**config.mk**
```make
export PLATFORM = sky130hd
export DESIGN_NAME = chg_status_fault
export DESIGN_NICKNAME = d
export VERILOG_FILES = /design/src/inc/chg_pkg.sv /design/src/inc/chg_flag_if.sv /design/src/core/chg_deglitch.sv /design/src/core/chg_status_fault.sv /design/src/core/chg_sync.sv
export VERILOG_INCLUDE_DIRS = /design/src /design/src/inc
export SDC_FILE = /design/constraint.sdc
export NUM_CORES = 1
export LEC_CHECK = 0
export BUFFER_PORTS_ARGS = -buffer_cell sky130_fd_sc_hd__buf_2
export CAP_MARGIN = 20
export CORE_MARGIN = 3
export CORE_UTILIZATION = 50
export DETAILED_ROUTE_END_ITERATION = 10
export PLACE_DENSITY_LB_ADDON = 0.08
export REMOVE_ABC_BUFFERS = 1
export SETUP_SLACK_MARGIN = 0.1
export SLEW_MARGIN = 20
export SYNTH_ARGS = -nofsm -noshare
export SYNTH_HDL_FRONTEND = slang
export SYNTH_SLANG_ARGS = --single-unit
```
**constraint.sdc**
```tcl
create_clock -name core_clk -period 6.3 [get_ports core_clk]
set_input_delay 1.26 -clock core_clk [delete_from_list [all_inputs] [get_ports core_clk]]
set_output_delay 1.26 -clock core_clk [all_outputs]
set_load 0.02 [all_outputs]
```
**src/inc/chg_defines.svh**
```systemverilog
// constants of the charger status and fault controller
`ifndef CHG_DEFINES_SVH
`define CHG_DEFINES_SVH

// clock rate
`define CHG_CLK_MHZ 125

// comparator flag positions in the synchronised vector
`define CHG_NFLAGS 16
`define CHG_FL_IN_LOW 0
`define CHG_FL_IN_SLEEP 1
`define CHG_FL_IN_OV 2
`define CHG_FL_OUT_OV 3
`define CHG_FL_OUT_OC 4
`define CHG_FL_FOLD 5
`define CHG_FL_CUTOFF 6
`define CHG_FL_TH_DIS 7
`define CHG_FL_TH_EN 8
`define CHG_FL_HOT 9
`define CHG_FL_COLD 10
`define CHG_FL_RECHG 11
`define CHG_FL_TERM 12
`define CHG_FL_OUT_LOWV 13
`define CHG_FL_VPROG 14
`define CHG_FL_IPROG 15

// register offsets (byte addresses)
`define CHG_ADDR_W 8
`define CHG_OFS_STATUS 8'h00
`define CHG_OFS_INT_STAT 8'h04
`define CHG_OFS_INT_MASK 8'h08

// status register fields
`define CHG_ST_MODE_LSB 0
`define CHG_ST_MODE_MSB 2
`define CHG_ST_DONE 3
`define CHG_ST_BLINK 4
`define CHG_ST_TIMER_EXPIRED 5
`define CHG_ST_OC_LATCH 6
`define CHG_ST_PROG_LATCH 7
`define CHG_ST_PG_PIN 8
`define CHG_ST_STAT_PIN 9
`define CHG_ST_FOLD 10
`define CHG_ST_CUTOFF 11

// interrupt event bits
`define CHG_NEV 5
`define CHG_EV_DONE 0
`define CHG_EV_FAULT 1
`define CHG_EV_BLINK 2
`define CHG_EV_PG 3
`define CHG_EV_RECHG 4
`define CHG_INT_MASK_RST 5'h00

// timing, each time in its own unit and the count derived from it
`define CHG_TICK_US 1000
`define CHG_TICK_CYCLES (`CHG_TICK_US * `CHG_CLK_MHZ)
`define CHG_PRECHG_MIN 30
`define CHG_PRECHG_MS (`CHG_PRECHG_MIN * 60 * 1000)
`define CHG_FAST_HOURS 10
`define CHG_FAST_MS (`CHG_FAST_HOURS * 3600 * 1000)
`define CHG_BLINK_HZ 1
`define CHG_BLINK_HALF_MS (1000 / (2 * `CHG_BLINK_HZ))
`define CHG_IN_OV_DGL_US 100
`define CHG_IN_OV_DGL_CYCLES (`CHG_IN_OV_DGL_US * `CHG_CLK_MHZ)
`define CHG_OC_DGL_US 10
`define CHG_OC_DGL_CYCLES (`CHG_OC_DGL_US * `CHG_CLK_MHZ)

`endif

```
**src/inc/chg_pkg.sv**
```systemverilog
// types of the charger status and fault controller
`include "chg_defines.svh"
package chg_pkg;
    typedef enum logic [2:0] {
        CHG_SHUTDOWN = 3'b000,
        CHG_SLEEP = 3'b001,
        CHG_ACTIVE = 3'b010,
        CHG_STANDBY = 3'b011,
        CHG_FAULT = 3'b100
    } chg_mode_e;

    typedef logic [`CHG_NFLAGS-1:0] chg_flags_t;

    typedef struct packed {
        chg_flags_t stage1;
        chg_flags_t stage2;
    } chg_sync_s;
endpackage : chg_pkg
```
**src/inc/chg_flag_if.sv**
```systemverilog
// comparator flags on their way through the synchroniser
`timescale 1ns/1ns
interface chg_flag_if;
    chg_pkg::chg_flags_t raw;
    chg_pkg::chg_flags_t synced;
    modport sync_side (input raw, output synced);
    modport user (output raw, input synced);
endinterface : chg_flag_if

```
**src/core/chg_deglitch.sv**
```systemverilog
// raises its output only after the input has stood high for CYCLES clocks
`timescale 1ns/1ns
module chg_deglitch #(
    parameter int unsigned CYCLES = 1
) (
    input wire logic core_clk, // clock
    input wire logic rst_b, // synchronous reset, active low
    input wire logic level, // synchronised condition
    output logic held // condition has persisted
);
    import chg_pkg::*;

    localparam int unsigned CW = $clog2(CYCLES + 1);
    typedef struct packed {
        logic [CW-1:0] cnt;
        logic held;
    } chg_dgl_s;

    chg_dgl_s s;
    chg_dgl_s next_s;

    // release is immediate; only the onset is filtered
    always_comb
    begin
        next_s = s;
        if (!level)
        begin
            next_s.cnt = '0;
            next_s.held = 1'b0;
        end
        else if (!s.held)
        begin
            if (s.cnt == CW'(CYCLES - 1))
                next_s.held = 1'b1;
            else
                next_s.cnt = s.cnt + CW'(1);
        end
    end

    always_ff @(posedge core_clk)
    begin
        if (!rst_b)
            s <= '0;
        else
            s <= next_s;
    end

    assign held = s.held;
endmodule : chg_deglitch

```
**src/core/chg_status_fault.sv**
```systemverilog
// charger mode sequencing, fault handling and open-drain status outputs
//
// The plain strobed port and the placing of the registers were chosen for this implementation.
`timescale 1ns/1ns
`include "chg_defines.svh"
module chg_status_fault #(
    parameter int unsigned TICK_CYCLES = `CHG_TICK_CYCLES,
    parameter int unsigned PRECHG_MS = `CHG_PRECHG_MS,
    parameter int unsigned FAST_MS = `CHG_FAST_MS,
    parameter int unsigned BLINK_HALF_MS = `CHG_BLINK_HALF_MS,
    parameter int unsigned IN_OV_DGL_CYCLES = `CHG_IN_OV_DGL_CYCLES,
    parameter int unsigned OC_DGL_CYCLES = `CHG_OC_DGL_CYCLES
) (
    input wire logic core_clk, // 125 MHz clock
    input wire logic rst_b, // synchronous reset, active low
    input wire logic inAboveLowV, // input above low_input_threshold
    input wire logic inAboveSleep, // input above output plus sleep_offset
    input wire logic inOverVoltage, // input above input_overvoltage_threshold
    input wire logic outOverVoltage, // output above output_overvoltage_threshold
    input wire logic outOverCurrent, // current above overcurrent_threshold
    input wire logic thermalFoldBack, // thermal_fold_back active
    input wire logic thermalCutoff, // thermal_cutoff flag, hysteretic
    input wire logic thermBelowDisable, // thermistor pin below disable threshold
    input wire logic thermAboveEnable, // thermistor pin above enable threshold
    input wire logic batteryTooHot, // battery_too_hot
    input wire logic batteryTooCold, // battery_too_cold
    input wire logic outAboveRecharge, // output above recharge_threshold
    input wire logic currentBelowTerm, // charge current below termination level
    input wire logic outBelowLowV, // output in precharge region
    input wire logic voltageProgFault, // voltage_program_pin short or open
    input wire logic currentProgShort, // current_program_pin short
    output logic regulatorEn, // linear regulator enable
    input wire logic powerGoodIn, // power_good_out pin level
    output logic powerGoodOut, // power_good_out drive value
    output logic powerGoodOe, // power_good_out pulls low
    input wire logic statIn, // progress pin level
    output logic statOut, // progress pin drive value
    output logic statOe, // progress pin pulls low
    input wire logic [`CHG_ADDR_W-1:0] regAddr, // register byte address
    input wire logic [31:0] regWdata, // register write data
    input wire logic regWr, // write strobe
    input wire logic regRd, // read strobe
    output logic [31:0] regRdata, // read data, cycle after strobe
    output logic irq // level interrupt
);
    import chg_pkg::*;

    typedef struct packed {
        chg_mode_e mode;
        logic done;
        logic ocLatch;
        logic progLatch;
        logic tmrExp;
        logic [16:0] tickCnt;
        logic halfPhase;
        logic [25:0] timer;
        logic lowVPrev;
        logic [9:0] blinkCnt;
        logic blinkPhase;
        logic blinkPrev;
        logic pgOe;
        logic statOe;
        logic regEn;
        logic [`CHG_NEV-1:0] intStat;
        logic [`CHG_NEV-1:0] intMask;
        logic [31:0] rdata;
    } chg_state_s;

    chg_state_s s;
    chg_state_s next_s;

    chg_flag_if flags ();
    logic inOvHeld;
    logic ocHeld;

    assign flags.raw = {currentProgShort, voltageProgFault, outBelowLowV, currentBelowTerm,
        outAboveRecharge, batteryTooCold, batteryTooHot, thermAboveEnable,
        thermBelowDisable, thermalCutoff, thermalFoldBack, outOverCurrent,
        outOverVoltage, inOverVoltage, inAboveSleep, inAboveLowV};

    // every comparator is asynchronous to the clock
    chg_sync u_sync (
        .core_clk (core_clk),
        .rst_b (rst_b),
        .flags (flags.sync_side)
    );

    chg_deglitch #(.CYCLES(IN_OV_DGL_CYCLES)) u_in_ov_dgl (
        .core_clk (core_clk),
        .rst_b (rst_b),
        .level (flags.synced[`CHG_FL_IN_OV]),
        .held (inOvHeld)
    );

    chg_deglitch #(.CYCLES(OC_DGL_CYCLES)) u_oc_dgl (
        .core_clk (core_clk),
        .rst_b (rst_b),
        .level (flags.synced[`CHG_FL_OUT_OC]),
        .held (ocHeld)
    );

    logic inLow, inSleep, inOv, outOv, fold, cutoff, thDis, thEn;
    logic hot, cold, rechg, term, lowV, vprog, iprog;
    assign inLow = flags.synced[`CHG_FL_IN_LOW];
    assign inSleep = flags.synced[`CHG_FL_IN_SLEEP];
    assign inOv = flags.synced[`CHG_FL_IN_OV];
    assign outOv = flags.synced[`CHG_FL_OUT_OV];
    assign fold = flags.synced[`CHG_FL_FOLD];
    assign cutoff = flags.synced[`CHG_FL_CUTOFF];
    assign thDis = flags.synced[`CHG_FL_TH_DIS];
    assign thEn = flags.synced[`CHG_FL_TH_EN];
    assign hot = flags.synced[`CHG_FL_HOT];
    assign cold = flags.synced[`CHG_FL_COLD];
    assign rechg = flags.synced[`CHG_FL_RECHG];
    assign term = flags.synced[`CHG_FL_TERM];
    assign lowV = flags.synced[`CHG_FL_OUT_LOWV];
    assign vprog = flags.synced[`CHG_FL_VPROG];
    assign iprog = flags.synced[`CHG_FL_IPROG];

    logic tick;
    logic softFault;
    logic hardFault;
    logic blinkFault;
    logic advance;
    logic rechargeStart;
    logic doneSet;
    logic [25:0] limit;
    logic [`CHG_NEV-1:0] events;
    logic [`CHG_NEV-1:0] w1c;

    always_comb
    begin
        next_s = s;
        next_s.rdata = '0;
        w1c = '0;

        // free-running millisecond tick for the slow timers
        tick = (s.tickCnt == 17'(TICK_CYCLES - 1));
        next_s.tickCnt = tick ? 17'h00000 : s.tickCnt + 17'h00001;

        softFault = inOvHeld || outOv || hot || cold;
        hardFault = s.ocLatch || s.progLatch || s.tmrExp;

        // mode sequencing; input overvoltage is seen only once deglitched
        if (!inLow || thDis)
            next_s.mode = CHG_SHUTDOWN;
        else if (s.mode == CHG_SHUTDOWN && !thEn)
            next_s.mode = CHG_SHUTDOWN;
        else if (hardFault)
            next_s.mode = CHG_FAULT;
        else if (!inSleep)
            next_s.mode = CHG_SLEEP;
        else if (softFault || cutoff || s.done)
            next_s.mode = CHG_STANDBY;
        else
            next_s.mode = CHG_ACTIVE;

        // the regulator also drops at once on output overvoltage or cutoff
        next_s.regEn = (next_s.mode == CHG_ACTIVE) && !outOv && !cutoff;

        // termination is blocked while folding back
        doneSet = (s.mode == CHG_ACTIVE) && rechg && term && !fold;
        rechargeStart = s.done && !rechg;
        if (doneSet)
            next_s.done = 1'b1;
        else if (rechargeStart)
            next_s.done = 1'b0;

        // latched faults; a toggle of supply or thermistor passes through shutdown
        if (s.mode == CHG_ACTIVE && ocHeld)
            next_s.ocLatch = 1'b1;
        if (s.mode != CHG_SHUTDOWN && (vprog || iprog))
            next_s.progLatch = 1'b1;

        // safety timer: counts only while charging, paused by any standby cause
        advance = tick && (s.mode == CHG_ACTIVE) && (!fold || s.halfPhase);
        if (tick && s.mode == CHG_ACTIVE && fold)
            next_s.halfPhase = !s.halfPhase;
        limit = lowV ? 26'(PRECHG_MS - 1) : 26'(FAST_MS - 1);
        next_s.lowVPrev = lowV;
        if (advance)
        begin
            if (s.timer >= limit)
                next_s.tmrExp = 1'b1;
            else
                next_s.timer = s.timer + 26'h0000001;
        end
        // restart on new cycle, on crossing the precharge boundary, or on overcurrent
        if (rechargeStart || (lowV != s.lowVPrev) || (ocHeld && s.mode == CHG_ACTIVE))
        begin
            next_s.timer = '0;
            next_s.halfPhase = 1'b0;
        end

        if (s.mode == CHG_SHUTDOWN)
        begin
            next_s.done = 1'b0;
            next_s.ocLatch = 1'b0;
            next_s.progLatch = 1'b0;
            next_s.tmrExp = 1'b0;
            next_s.timer = '0;
            next_s.halfPhase = 1'b0;
        end

        // blink divider: equal halves, restarted whenever the fault set clears
        blinkFault = (s.mode == CHG_FAULT) || (s.mode != CHG_SHUTDOWN && softFault);
        if (!blinkFault)
        begin
            next_s.blinkCnt = '0;
            next_s.blinkPhase = 1'b0;
        end
        else if (tick)
        begin
            if (s.blinkCnt == 10'(BLINK_HALF_MS - 1))
            begin
                next_s.blinkCnt = '0;
                next_s.blinkPhase = !s.blinkPhase;
            end
            else
                next_s.blinkCnt = s.blinkCnt + 10'h001;
        end
        next_s.blinkPrev = blinkFault;

        // open-drain drives; shutdown releases everything
        next_s.pgOe = (s.mode != CHG_SHUTDOWN) && inLow && inSleep && !inOv;
        if (next_s.mode == CHG_SHUTDOWN)
            next_s.statOe = 1'b0;
        else if (blinkFault)
            next_s.statOe = next_s.blinkPhase;
        else if (next_s.mode == CHG_ACTIVE || (next_s.mode == CHG_STANDBY && !next_s.done))
            next_s.statOe = 1'b1;
        else
            next_s.statOe = 1'b0;

        // sticky interrupt events
        events = '0;
        events[`CHG_EV_DONE] = doneSet && !s.done;
        events[`CHG_EV_FAULT] = (next_s.mode == CHG_FAULT) && (s.mode != CHG_FAULT);
        events[`CHG_EV_BLINK] = blinkFault && !s.blinkPrev;
        events[`CHG_EV_PG] = next_s.pgOe != s.pgOe;
        events[`CHG_EV_RECHG] = rechargeStart;

        // register access
        if (regWr)
        begin
            if (regAddr == `CHG_OFS_INT_STAT)
                w1c = regWdata[`CHG_NEV-1:0];
            else if (regAddr == `CHG_OFS_INT_MASK)
                next_s.intMask = regWdata[`CHG_NEV-1:0];
        end
        // a new event wins over a clear in the same cycle
        next_s.intStat = (s.intStat & ~w1c) | events;

        if (regRd)
        begin
            if (regAddr == `CHG_OFS_STATUS)
            begin
                next_s.rdata[`CHG_ST_MODE_MSB:`CHG_ST_MODE_LSB] = s.mode;
                next_s.rdata[`CHG_ST_DONE] = s.done;
                next_s.rdata[`CHG_ST_BLINK] = blinkFault;
                next_s.rdata[`CHG_ST_TIMER_EXPIRED] = s.tmrExp;
                next_s.rdata[`CHG_ST_OC_LATCH] = s.ocLatch;
                next_s.rdata[`CHG_ST_PROG_LATCH] = s.progLatch;
                next_s.rdata[`CHG_ST_PG_PIN] = powerGoodIn;
                next_s.rdata[`CHG_ST_STAT_PIN] = statIn;
                next_s.rdata[`CHG_ST_FOLD] = fold;
                next_s.rdata[`CHG_ST_CUTOFF] = cutoff;
            end
            else if (regAddr == `CHG_OFS_INT_STAT)
                next_s.rdata[`CHG_NEV-1:0] = s.intStat;
            else if (regAddr == `CHG_OFS_INT_MASK)
                next_s.rdata[`CHG_NEV-1:0] = s.intMask;
        end
    end

    always_ff @(posedge core_clk)
    begin
        if (!rst_b)
        begin
            s <= '0;
            s.intMask <= `CHG_INT_MASK_RST;
        end
        else
            s <= next_s;
    end

    assign regulatorEn = s.regEn;
    assign powerGoodOut = 1'b0;
    assign powerGoodOe = s.pgOe;
    assign statOut = 1'b0;
    assign statOe = s.statOe;
    assign regRdata = s.rdata;
    assign irq = |(s.intStat & s.intMask);
endmodule : chg_status_fault

```
**src/core/chg_sync.sv**
```systemverilog
// two-flop synchroniser for the analog comparator flags
`timescale 1ns/1ns
module chg_sync (
    input wire logic core_clk, // clock
    input wire logic rst_b, // synchronous reset, active low
    chg_flag_if.sync_side flags // raw flags in, synced flags out
);
    import chg_pkg::*;

    chg_sync_s s;
    chg_sync_s next_s;

    // stage1 feeds stage2 only
    always_comb
    begin
        next_s.stage1 = flags.raw;
        next_s.stage2 = s.stage1;
    end

    always_ff @(posedge core_clk)
    begin
        if (!rst_b)
            s <= '0;
        else
            s <= next_s;
    end

    assign flags.synced = s.stage2;
endmodule : chg_sync

```
* After elaboration in Yosys (flattened, before gate mapping)
Cells that the tools add are included.
** Word-level totals
- Flip-flop bits (word level) :: 168
- Input bits :: 62
- Output and inout port bits :: 38
** Operators by class
- Add/sub/neg operators :: 5
- Magnitude comparators :: 1
- Equality and inequality tests :: 14
- Mux-type cells :: 28
- Bitwise logic cells :: 11
- Reduce and logical (&&, ||, !) cells :: 65
** Operators by type and width (count)
- $add A26 B1 Y26 const B :: 1
- $ge A26 B26 Y1 :: 1
- $mux W26 :: 1
- $mux W5 :: 5
- $logic_and A1 B1 Y1 :: 20
- $add A17 B1 Y17 const B :: 1
- $eq A17 B17 Y1 const B :: 1
- $mux W1 :: 16
- $reduce_and A2 Y1 :: 8
- $add A14 B1 Y14 const B :: 1
- $eq A14 B14 Y1 const B :: 1
- $logic_or A1 B1 Y1 :: 14
- $logic_not A1 Y1 :: 12
- $add A11 B1 Y11 const B :: 1
- $eq A11 B11 Y1 const B :: 1
- $add A10 B1 Y10 const B :: 1
- $and A5 B5 Y5 :: 2
- $eq A10 B9 Y1 const B :: 1
- $mux W10 :: 1
- $eq A3 B2 Y1 const B :: 3
- $mux W3 :: 3
- $eq A8 B3 Y1 const B :: 1
- $eq A8 B4 Y1 const B :: 1
- $logic_not A8 Y1 :: 1
- other kinds (14) :: 26

* Depth between registers and ports, before layout
Gate-level depths: netlist of run 1.
- Depth after elaboration :: 15
- Depth in mapped cells :: 10
- Gate-level depth less buffers :: 8

* Hierarchy
Synthesis of run 1 repeated with hierarchy kept, for this count alone.
** Unflattened totals
- Cells, all modules :: 729
- Area, all modules :: 6571.3 sq um
** Modules (own cells, without submodules)
- chg_status_fault :: times used 1, cells an instance 510, area an instance 4350.4 sq um
- chg_sync :: times used 1, cells an instance 67, area an instance 895.9 sq um
- chg_deglitch at u_in_ov_dgl :: times used 1, cells an instance 79, area an instance 703.2 sq um
- chg_deglitch at u_oc_dgl :: times used 1, cells an instance 73, area an instance 621.8 sq um

* Worst setup path before layout of run 1
OpenSTA, ideal clock, no wires.
- Kind :: input-to-reg
- From :: in rst_b
- To :: reg s[72] (netlist name)
- Data arrival time :: 2871 ps
- Path slack :: 3367 ps
- Stages on the path :: 6
- Path buffers :: 2
- Cell sequence :: clkbuf_1 -> nand2_1 -> or4_1 -> clkbuf_1 -> or4_1 -> nand2_1
** On the way
- Longest elaborated chain between the ends :: 2
** Ends and longest elaborated chain
- start, declared :: line chg_status_fault.sv:15 : input wire logic rst_b,
- $not A1 Y1 (no line)
- $reduce_or A3 Y1 (no line)
- end signal, assigned :: line chg_status_fault.sv:284 : s <= next_s;
- end, declared :: line chg_status_fault.sv:69 : chg_state_s s;
Every way passes these cells.
A chain may end at the register's enable or synchronous reset.

* Final worst setup path of run 1
- From :: in rst_b
- To :: reg s[66] (netlist name)
The elaborated chain is that of the path after synthesis.

==> flow_metrics.tcl, run 1 <==
set metrics [dict create \
    clock_tree.htree_level_count 4 \
    postCtsHoldBufs 0 \
    rsz0062_at_grt "no" \
    clock-root-buffer "clkbuf_16" \
    number_of_global_route_vias_before_repair 4786 \
    chipHeight_um 120 \
    drt-initial-drc-count 417 \
    area.growth.synth_to_final_pct 11.7 \
    cp.required_ns 6.65 \
    power_leakage_nw 2.73 \
    num_vias 5003 \
    power_frac_seq_pct 48.7 \
    power.ir.vdd_worst_mv 0.234 \
    grt_pass1_wl_um 21900 \
    area_share_of_the_largest_cell_type_after_synthesis_pct 45.8 \
    cap_violations 0 \
    fmaxAchievable_mhz 302 \
    synth_enable_flop_cells 0 \
    synth-main-ff-cell "dfxtp_1" \
    startpoint_type "input port" \
    final_min_period_over_clock_period_pct 52.5 \
    synth-seq-cells 148 \
    finalHoldViolCount 0 \
    clockPowerShare_pct 48.7 \
    worst_setup_path_end_kind "register" \
    cp_data_arrival_time_ns 3.66 \
    pwr_density_cell_mw_per_mm2 271 \
    numCtsBuffers 17 \
    syn-mean-instance-area_um2 9.01 \
    hold_ws_ns 0.427 \
    clk-insertion-delay-late_ns 0.41 \
    timing.final.crit_period_ns 3.31 \
    die_area_mm2 0.0143 \
    rows 40 \
    initial_utilization_pct 52.6 \
    worstMarginPinSlew_ns 0.959 \
    place_congestion 0.882 \
    grt_start_max_net_pins 47 \
    totalWireLength_um 12700 \
    setup_violations 0 \
    setup_tns_ns 0 \
    global_route.usage.met2_pct 28.4 \
    timing.critical_path.buf_inv 2 \
    crit_family "simple AND/OR/NAND/NOR gates" \
    ys.warnings.count 0 \
    route.antenna.remaining_nets 0 \
    antenna-diode-count 0 \
    cpMaxStageDelayCell "or4_1" \
    max_transition_margin_pct 36.1 \
    yosysUniqueCellTypes 57 \
    netSwitchingPower_mw 0.393 \
    p_sw_share_pct 20.0 \
    design.final.nets 833 \
    critical_path_peak_fanout 46 \
    global_route.usage.total_pct 18.4 \
    totalPowerFinal_mw 1.96 \
    floorplan.die.width_um 120 \
    grt_most_used_layer "met2" \
    finalMaxSlewViolations 0 \
    synth-seq-area-share_pct 45.8 \
    final_layout_size_suffix_gt1_share_pct 11.1 \
    postCtsSetupRepairBufs 0 \
    drt_pre_antenna_iters 5 \
    synth_top_cells_by_area "dfxtp_1 (46%), nor2_1 (5.3%), xor2_1 (4.7%)" \
    synth_top_area_cell "dfxtp_1" \
    grt_util_met3_pct 5.14 \
    cts.reportedPaths.clkPinSlew_ns 0.06 \
    route.detailed.wl_per_inst_um 13.6 \
    gr-usage-met1_pct 24.9 \
    crit_type "input port to register" \
    postSynth.asyncResetShare_pct 0 \
    numClockSinks 148 \
    fin_skew_ns 0.00534 \
    combinationalPowerShare_pct 2.7 \
    drt_drc_violations_left 0 \
    tritoncts "yes" \
    post_cts_resize_count 0 \
    netlist_area_mm2 0.00647 \
    detail_route.vias_per_cell 5.36 \
    crit_path_cell_trace "buf_2 -> buf_4 -> nand2_1 -> or4_1 -> or4_1 -> nand2_1" \
    crit_path_max_incr_delay_ns 0.97 \
    run_status "finished clean" \
    syn_inst 718 \
    internal_power_mw 1.57 \
    grt_antenna_before_repair 0 \
    core_mm2 0.0123 \
    min-delay-path-class "register to register" \
    port_buffers 50 \
    grt_overflow 0 \
    io_pins 100 \
    cts_max_path_buffers 2 \
    place.detailed.hpwl_um 8930 \
]
==> registers in the layout (all words and copies together), names as in the netlist, 11 cells and up <==
register,cells
u_in_ov_dgl.s,14
u_oc_dgl.s,11
u_sync.flags.synced,16
s,74
regRdata,12
u_sync.next_s,16
==> Yosys cell counts (5+ instances only) <==
master	number
dfxtp_1	148
nor2_1	91
nand2_1	59
and2_1	46
xor2_1	35
buf_4	34
nand3_1	33
a21oi_1	29
clkbuf_1	20
ha_1	18
nand4_1	15
or3_1	15
o21ai_0	14
xnor2_1	14
or4_1	13
and3_1	12
nor3_1	10
and4_1	9
inv_1	9
o211ai_1	8
mux2i_1	7
nand2b_1	7
o31ai_1	7
nor2b_1	6
nor4_1	6
a2111oi_0	5
nor4bb_1	5
==> stage by stage <==
step                utilization [%]  cells  setup slack [ns]  cell area (µm²)
floorplan                         -    683              3.46             6210
global placement               54.2    902              2.61             6670
detailed placement             54.2    902              2.56             6670
CTS                            58.7    933              2.98             7230
global route                   58.7    933              2.81             7230
finish                         58.7    933              2.99             7230
==> layout by cell type (no fill, tap or decap), drive strengths merged, types with 3 or more instances in the layout <==
master / synthesis / final
a2111oi: 5 / 5
a21oi: 29 / 29
and2: 46 / 46
and3: 12 / 12
and4: 9 / 9
buf: 36 / 51
clkbuf: 20 / 26
clkinv: 1 / 4
conb: 1 / 22
dfxtp: 148 / 148
ha: 18 / 18
inv: 9 / 9
mux2i: 7 / 7
nand2: 59 / 59
nand2b: 7 / 7
nand3: 33 / 33
nand4: 15 / 15
nor2: 91 / 91
nor2b: 6 / 6
nor3: 10 / 10
nor3b: 3 / 3
nor4: 7 / 7
nor4bb: 5 / 5
o211ai: 8 / 8
o21ai: 16 / 16
o31ai: 7 / 7
or3: 15 / 15
or4: 15 / 15
or4b: 4 / 4
xnor2: 14 / 14
xor2: 35 / 35
==> layer usage <==
metal  part of all wire (%)  vias up
li1                       -     2524
met4                    1.1        0
met1                     48     2322
met2                     45      143
met5                      0        -
met3                    5.9       14
==> layout make-up <==
class	count	area, µm²
clock buffer	26	479
clock inverter	5	75.1
fill	1121	5080
sequential	148	2960
tap	168	210
timing repair buffer	51	258
inverter	10	37.5
multi-input combinational	525	3210
==> kinds of logic (layout without fill, tap and decap cells) <==
| logic type | count (synthesis) | in the layout | share of synthesized area (%) |
|---|---|---|---|
| XOR/XNOR | 49 | 49 | 6.63 |
| AO/OA/AOI/OAI | 81 | 81 | 8.08 |
| AND/OR/NAND/NOR | 348 | 348 | 29.0 |
| adder cells (fa/ha/maj) | 18 | 18 | 3.48 |
| other | 1 | 22 | 0.0579 |
| buffers and inverters | 66 | 92 | 5.92 |
| flip-flops | 148 | 148 | 45.8 |
| multiplexers | 7 | 7 | 1.08 |
==> power groups by stage <==
stage	combinational (mW)	sequential (mW)	clock [mW]
floorplan	0.0310	0.973	0
global placement	0.0510	0.974	0
detailed placement	0.0518	0.974	0
CTS	0.0524	0.954	0.975
global route	0.0583	0.955	1.02
finish	0.0521	0.954	0.954
==> worst paths after layout <==
path / start / end / slack [ns] / cells past startpoint
max reg2reg: u_sync.flags.synced[13]$_SDFF_PN0_ / s[77]$_SDFFE_PP0P_ / 3.04 / 8
min reg2reg: u_sync.next_s[13]$_SDFF_PN0_ / u_sync.flags.synced[13]$_SDFF_PN0_ / 0.43 / 1
max: rst_b / s[66]$_SDFFE_PP0P_ / 2.99 / 6
min: u_sync.next_s[13]$_SDFF_PN0_ / u_sync.flags.synced[13]$_SDFF_PN0_ / 0.43 / 1
Note: power is estimated with default switching activity, not from simulation.
==> run 2, diff against run 1 <==
Settings changed: ABC_AREA set to 1.
Clock period 6.3 ns to 2.7 ns, I/O delays scaled along.
==> flow_metrics.tcl, run 2 <==
set metrics [dict create \
    floorplan.die.width_um 130 \
    synth-compound-area-share_pct 10.2 \
    final-instance-count-excl-fill 1355 \
    power_leakage_nw 3.53 \
    grt_antenna_before_repair 0 \
    worstMarginPinSlew_ns 0.678 \
    core_mm2 0.0148 \
    syn-mean-instance-area_um2 6.90 \
    finalHoldViolCount 0 \
    drt_drc_violations_left 0 \
    synth_top_area_cell "dfxtp_1" \
    synth_top_cells_by_area "dfxtp_1 (39%), nand2_1 (14%), inv_1 (7.2%)" \
    fin_skew_ns 0.00391 \
    final_cell_mix "nand2_1 (282), inv_1 (148), dfxtp_1 (148), nor2_1 (124), a21oi_1 (78)" \
    final_layout_size_suffix_gt1_share_pct 10.6 \
    synth-main-ff-cell "dfxtp_1" \
    run_status "finished clean" \
    tritoncts "yes" \
    combinationalPowerShare_pct 2.8 \
    startpoint_type "register" \
    worst_setup_path_end_kind "register" \
    antenna-diode-count 0 \
    synth-seq-cells 148 \
    clock-root-buffer "clkbuf_16" \
    synth_enable_flop_cells 0 \
    route.antenna.remaining_nets 0 \
    drt-initial-drc-count 326 \
    die_area_mm2 0.0169 \
    number_of_global_route_vias_before_repair 6106 \
    max_flop_register "s" \
    synth_most_common_cell "nand2_1" \
    yosys-top-cells-count "nand2_1 (282), dfxtp_1 (148), inv_1 (148)" \
    internal_power_mw 3.83 \
    num_vias 6696 \
    clockPowerShare_pct 52.0 \
    rows 44 \
    io_pins 100 \
    route.detailed.wl_per_inst_um 12.4 \
    grt_start_max_net_pins 41 \
    netlist_area_mm2 0.00769 \
    cp.required_ns 3.02 \
    ys.warnings.count 0 \
    synth_xor_xnor_area_share_pct 4.56 \
    drt_pre_antenna_iters 5 \
    numCtsBuffers 17 \
    crit_type "register to register" \
    clk-insertion-delay-late_ns 0.42 \
    placed_cells 1322 \
    hold_ws_ns 0.296 \
    port_buffers 50 \
    detail_route.vias_per_cell 4.94 \
    timing.final.crit_period_ns 2.38 \
    synth-seq-area-share_pct 38.5 \
    max_transition_margin_pct 54.7 \
    design.final.nets 1238 \
    synth-simple-area-share_pct 31.1 \
    chipHeight_um 130 \
    place_congestion 0.878 \
    setup_violations 0 \
    setup_tns_ns 0 \
    postSynth.asyncResetShare_pct 0 \
    cp_data_arrival_time_ns 2.69 \
    numClockSinks 148 \
    final_common_cell "nand2_1" \
    post_synth_fa_ha_maj_area_fraction_pct 2.93 \
    syn_inst 1114 \
    cap_violations 0 \
    fmaxAchievable_mhz 421 \
    finalMaxSlewViolations 0 \
    utilization_pct 58.1 \
    area_share_of_the_largest_cell_type_after_synthesis_pct 38.5 \
    netSwitchingPower_mw 1.10 \
    pwr_density_cell_mw_per_mm2 572 \
    min-delay-path-class "input port to register" \
    p_sw_share_pct 22.3 \
    main_combinational_cell_family_by_area_after_synthesis "simple AND/OR/NAND/NOR gates" \
    place.detailed.hpwl_um 12200 \
    power_frac_seq_pct 45.2 \
    global_route.usage.total_pct 20.5 \
    yosysUniqueCellTypes 44 \
    area.growth.synth_to_final_pct 12.0 \
    grt_pass1_wl_um 28100 \
    grt_overflow 0 \
    final_min_period_over_clock_period_pct 88.0 \
    cts.reportedPaths.clkPinSlew_ns 0.06 \
    power.ir.vdd_worst_mv 0.453 \
    post_synth_mux_area_share_pct 0 \
    largest_register_ff_count 74 \
    critical_path_peak_fanout 26 \
    initial_utilization_pct 51.9 \
    clock_tree.htree_level_count 4 \
    totalWireLength_um 16800 \
    rsz0062_at_grt "no" \
    cts_max_path_buffers 2 \
]
[run 2: power groups by stage]
stage          sequential, mW  clock, mW  combinational (mW)
4_1_cts                  2.22       2.61               0.140
6_report                 2.22       2.56               0.139
3_5_place_dp             2.27          0               0.139
5_1_grt                  2.23       2.72               0.160
3_3_place_gp             2.27          0               0.138
2_1_floorplan            2.27          0              0.0835
[run 2: area by class of cell]
class / count / area, µm²
Clock buffer: 17 / 425
Inverter: 158 / 594
Fill cell: 1455 / 6200
Clock inverter: 15 / 216
Multi-Input combinational cell: 773 / 3830
Sequential cell: 148 / 2960
Timing Repair Buffer: 60 / 350
Tap cell: 184 / 230
[run 2: worst paths after layout]
check,from,end,slack (ns),cells after the start
max,u_sync.flags.synced[13]$_SDFF_PN0_,s[59]$_SDFFE_PP0P_,0.32,12
min,outOverVoltage,u_sync.next_s[3]$_SDFF_PN0_,0.30,3
min reg2reg,u_sync.next_s[11]$_SDFF_PN0_,u_sync.flags.synced[11]$_SDFF_PN0_,0.41,2
max reg2reg,u_sync.flags.synced[13]$_SDFF_PN0_,s[59]$_SDFFE_PP0P_,0.32,12
[run 2: per-layer routing]
layer / GRT usage, % / routed length [µm]
met5: 0 / 0
met4: 5.68 / 202
met3: 4.87 / 778
met2: 34.0 / 7660
met1: 26.6 / 8150
[run 2: logic make-up (layout without fill, tap and decap cells)]
group	count (synthesis)	after routing
adder cells (fa/ha/maj)	18	18
XOR/XNOR	40	40
AO/OA/AOI/OAI	137	137
other	1	22
flip-flops	148	148
AND/OR/NAND/NOR	556	556
buffers and inverters	214	250
[run 2: repair_timing]
action                                  in CTS  in global routing
hold buffers                                 0                  0
buffers inserted                             0                  1
endpoints found under the setup margin       0                 16
gates resized for setup                      0                  1
endpoints found under the hold margin        0                  0
[run 2: metrics by stage]
step / total power, mW / instance area [µm²] / worst slack (ns)
2_1_floorplan: 2.35 / 7390 / 0.695
3_3_place_gp: 2.41 / 7950 / 0.316
3_5_place_dp: 2.41 / 7950 / 0.257
4_1_cts: 4.98 / 8590 / 0.219
5_1_grt: 5.10 / 8610 / 0.115
6_report: 4.92 / 8610 / 0.324
[run 2: worst max-delay path: stages, from the launching register on]
cell	delay, ns
dfxtp_1	0.52
inv_1	0.24
ha_1	0.36
nand2_1	0.08
nand2_1	0.05
nand2_1	0.05
nand2_1	0.07
a21oi_4	0.18
nand3_4	0.31
nor2_2	0.24
nand2_1	0.07
nand2_1	0.06
nor2_1	0.04
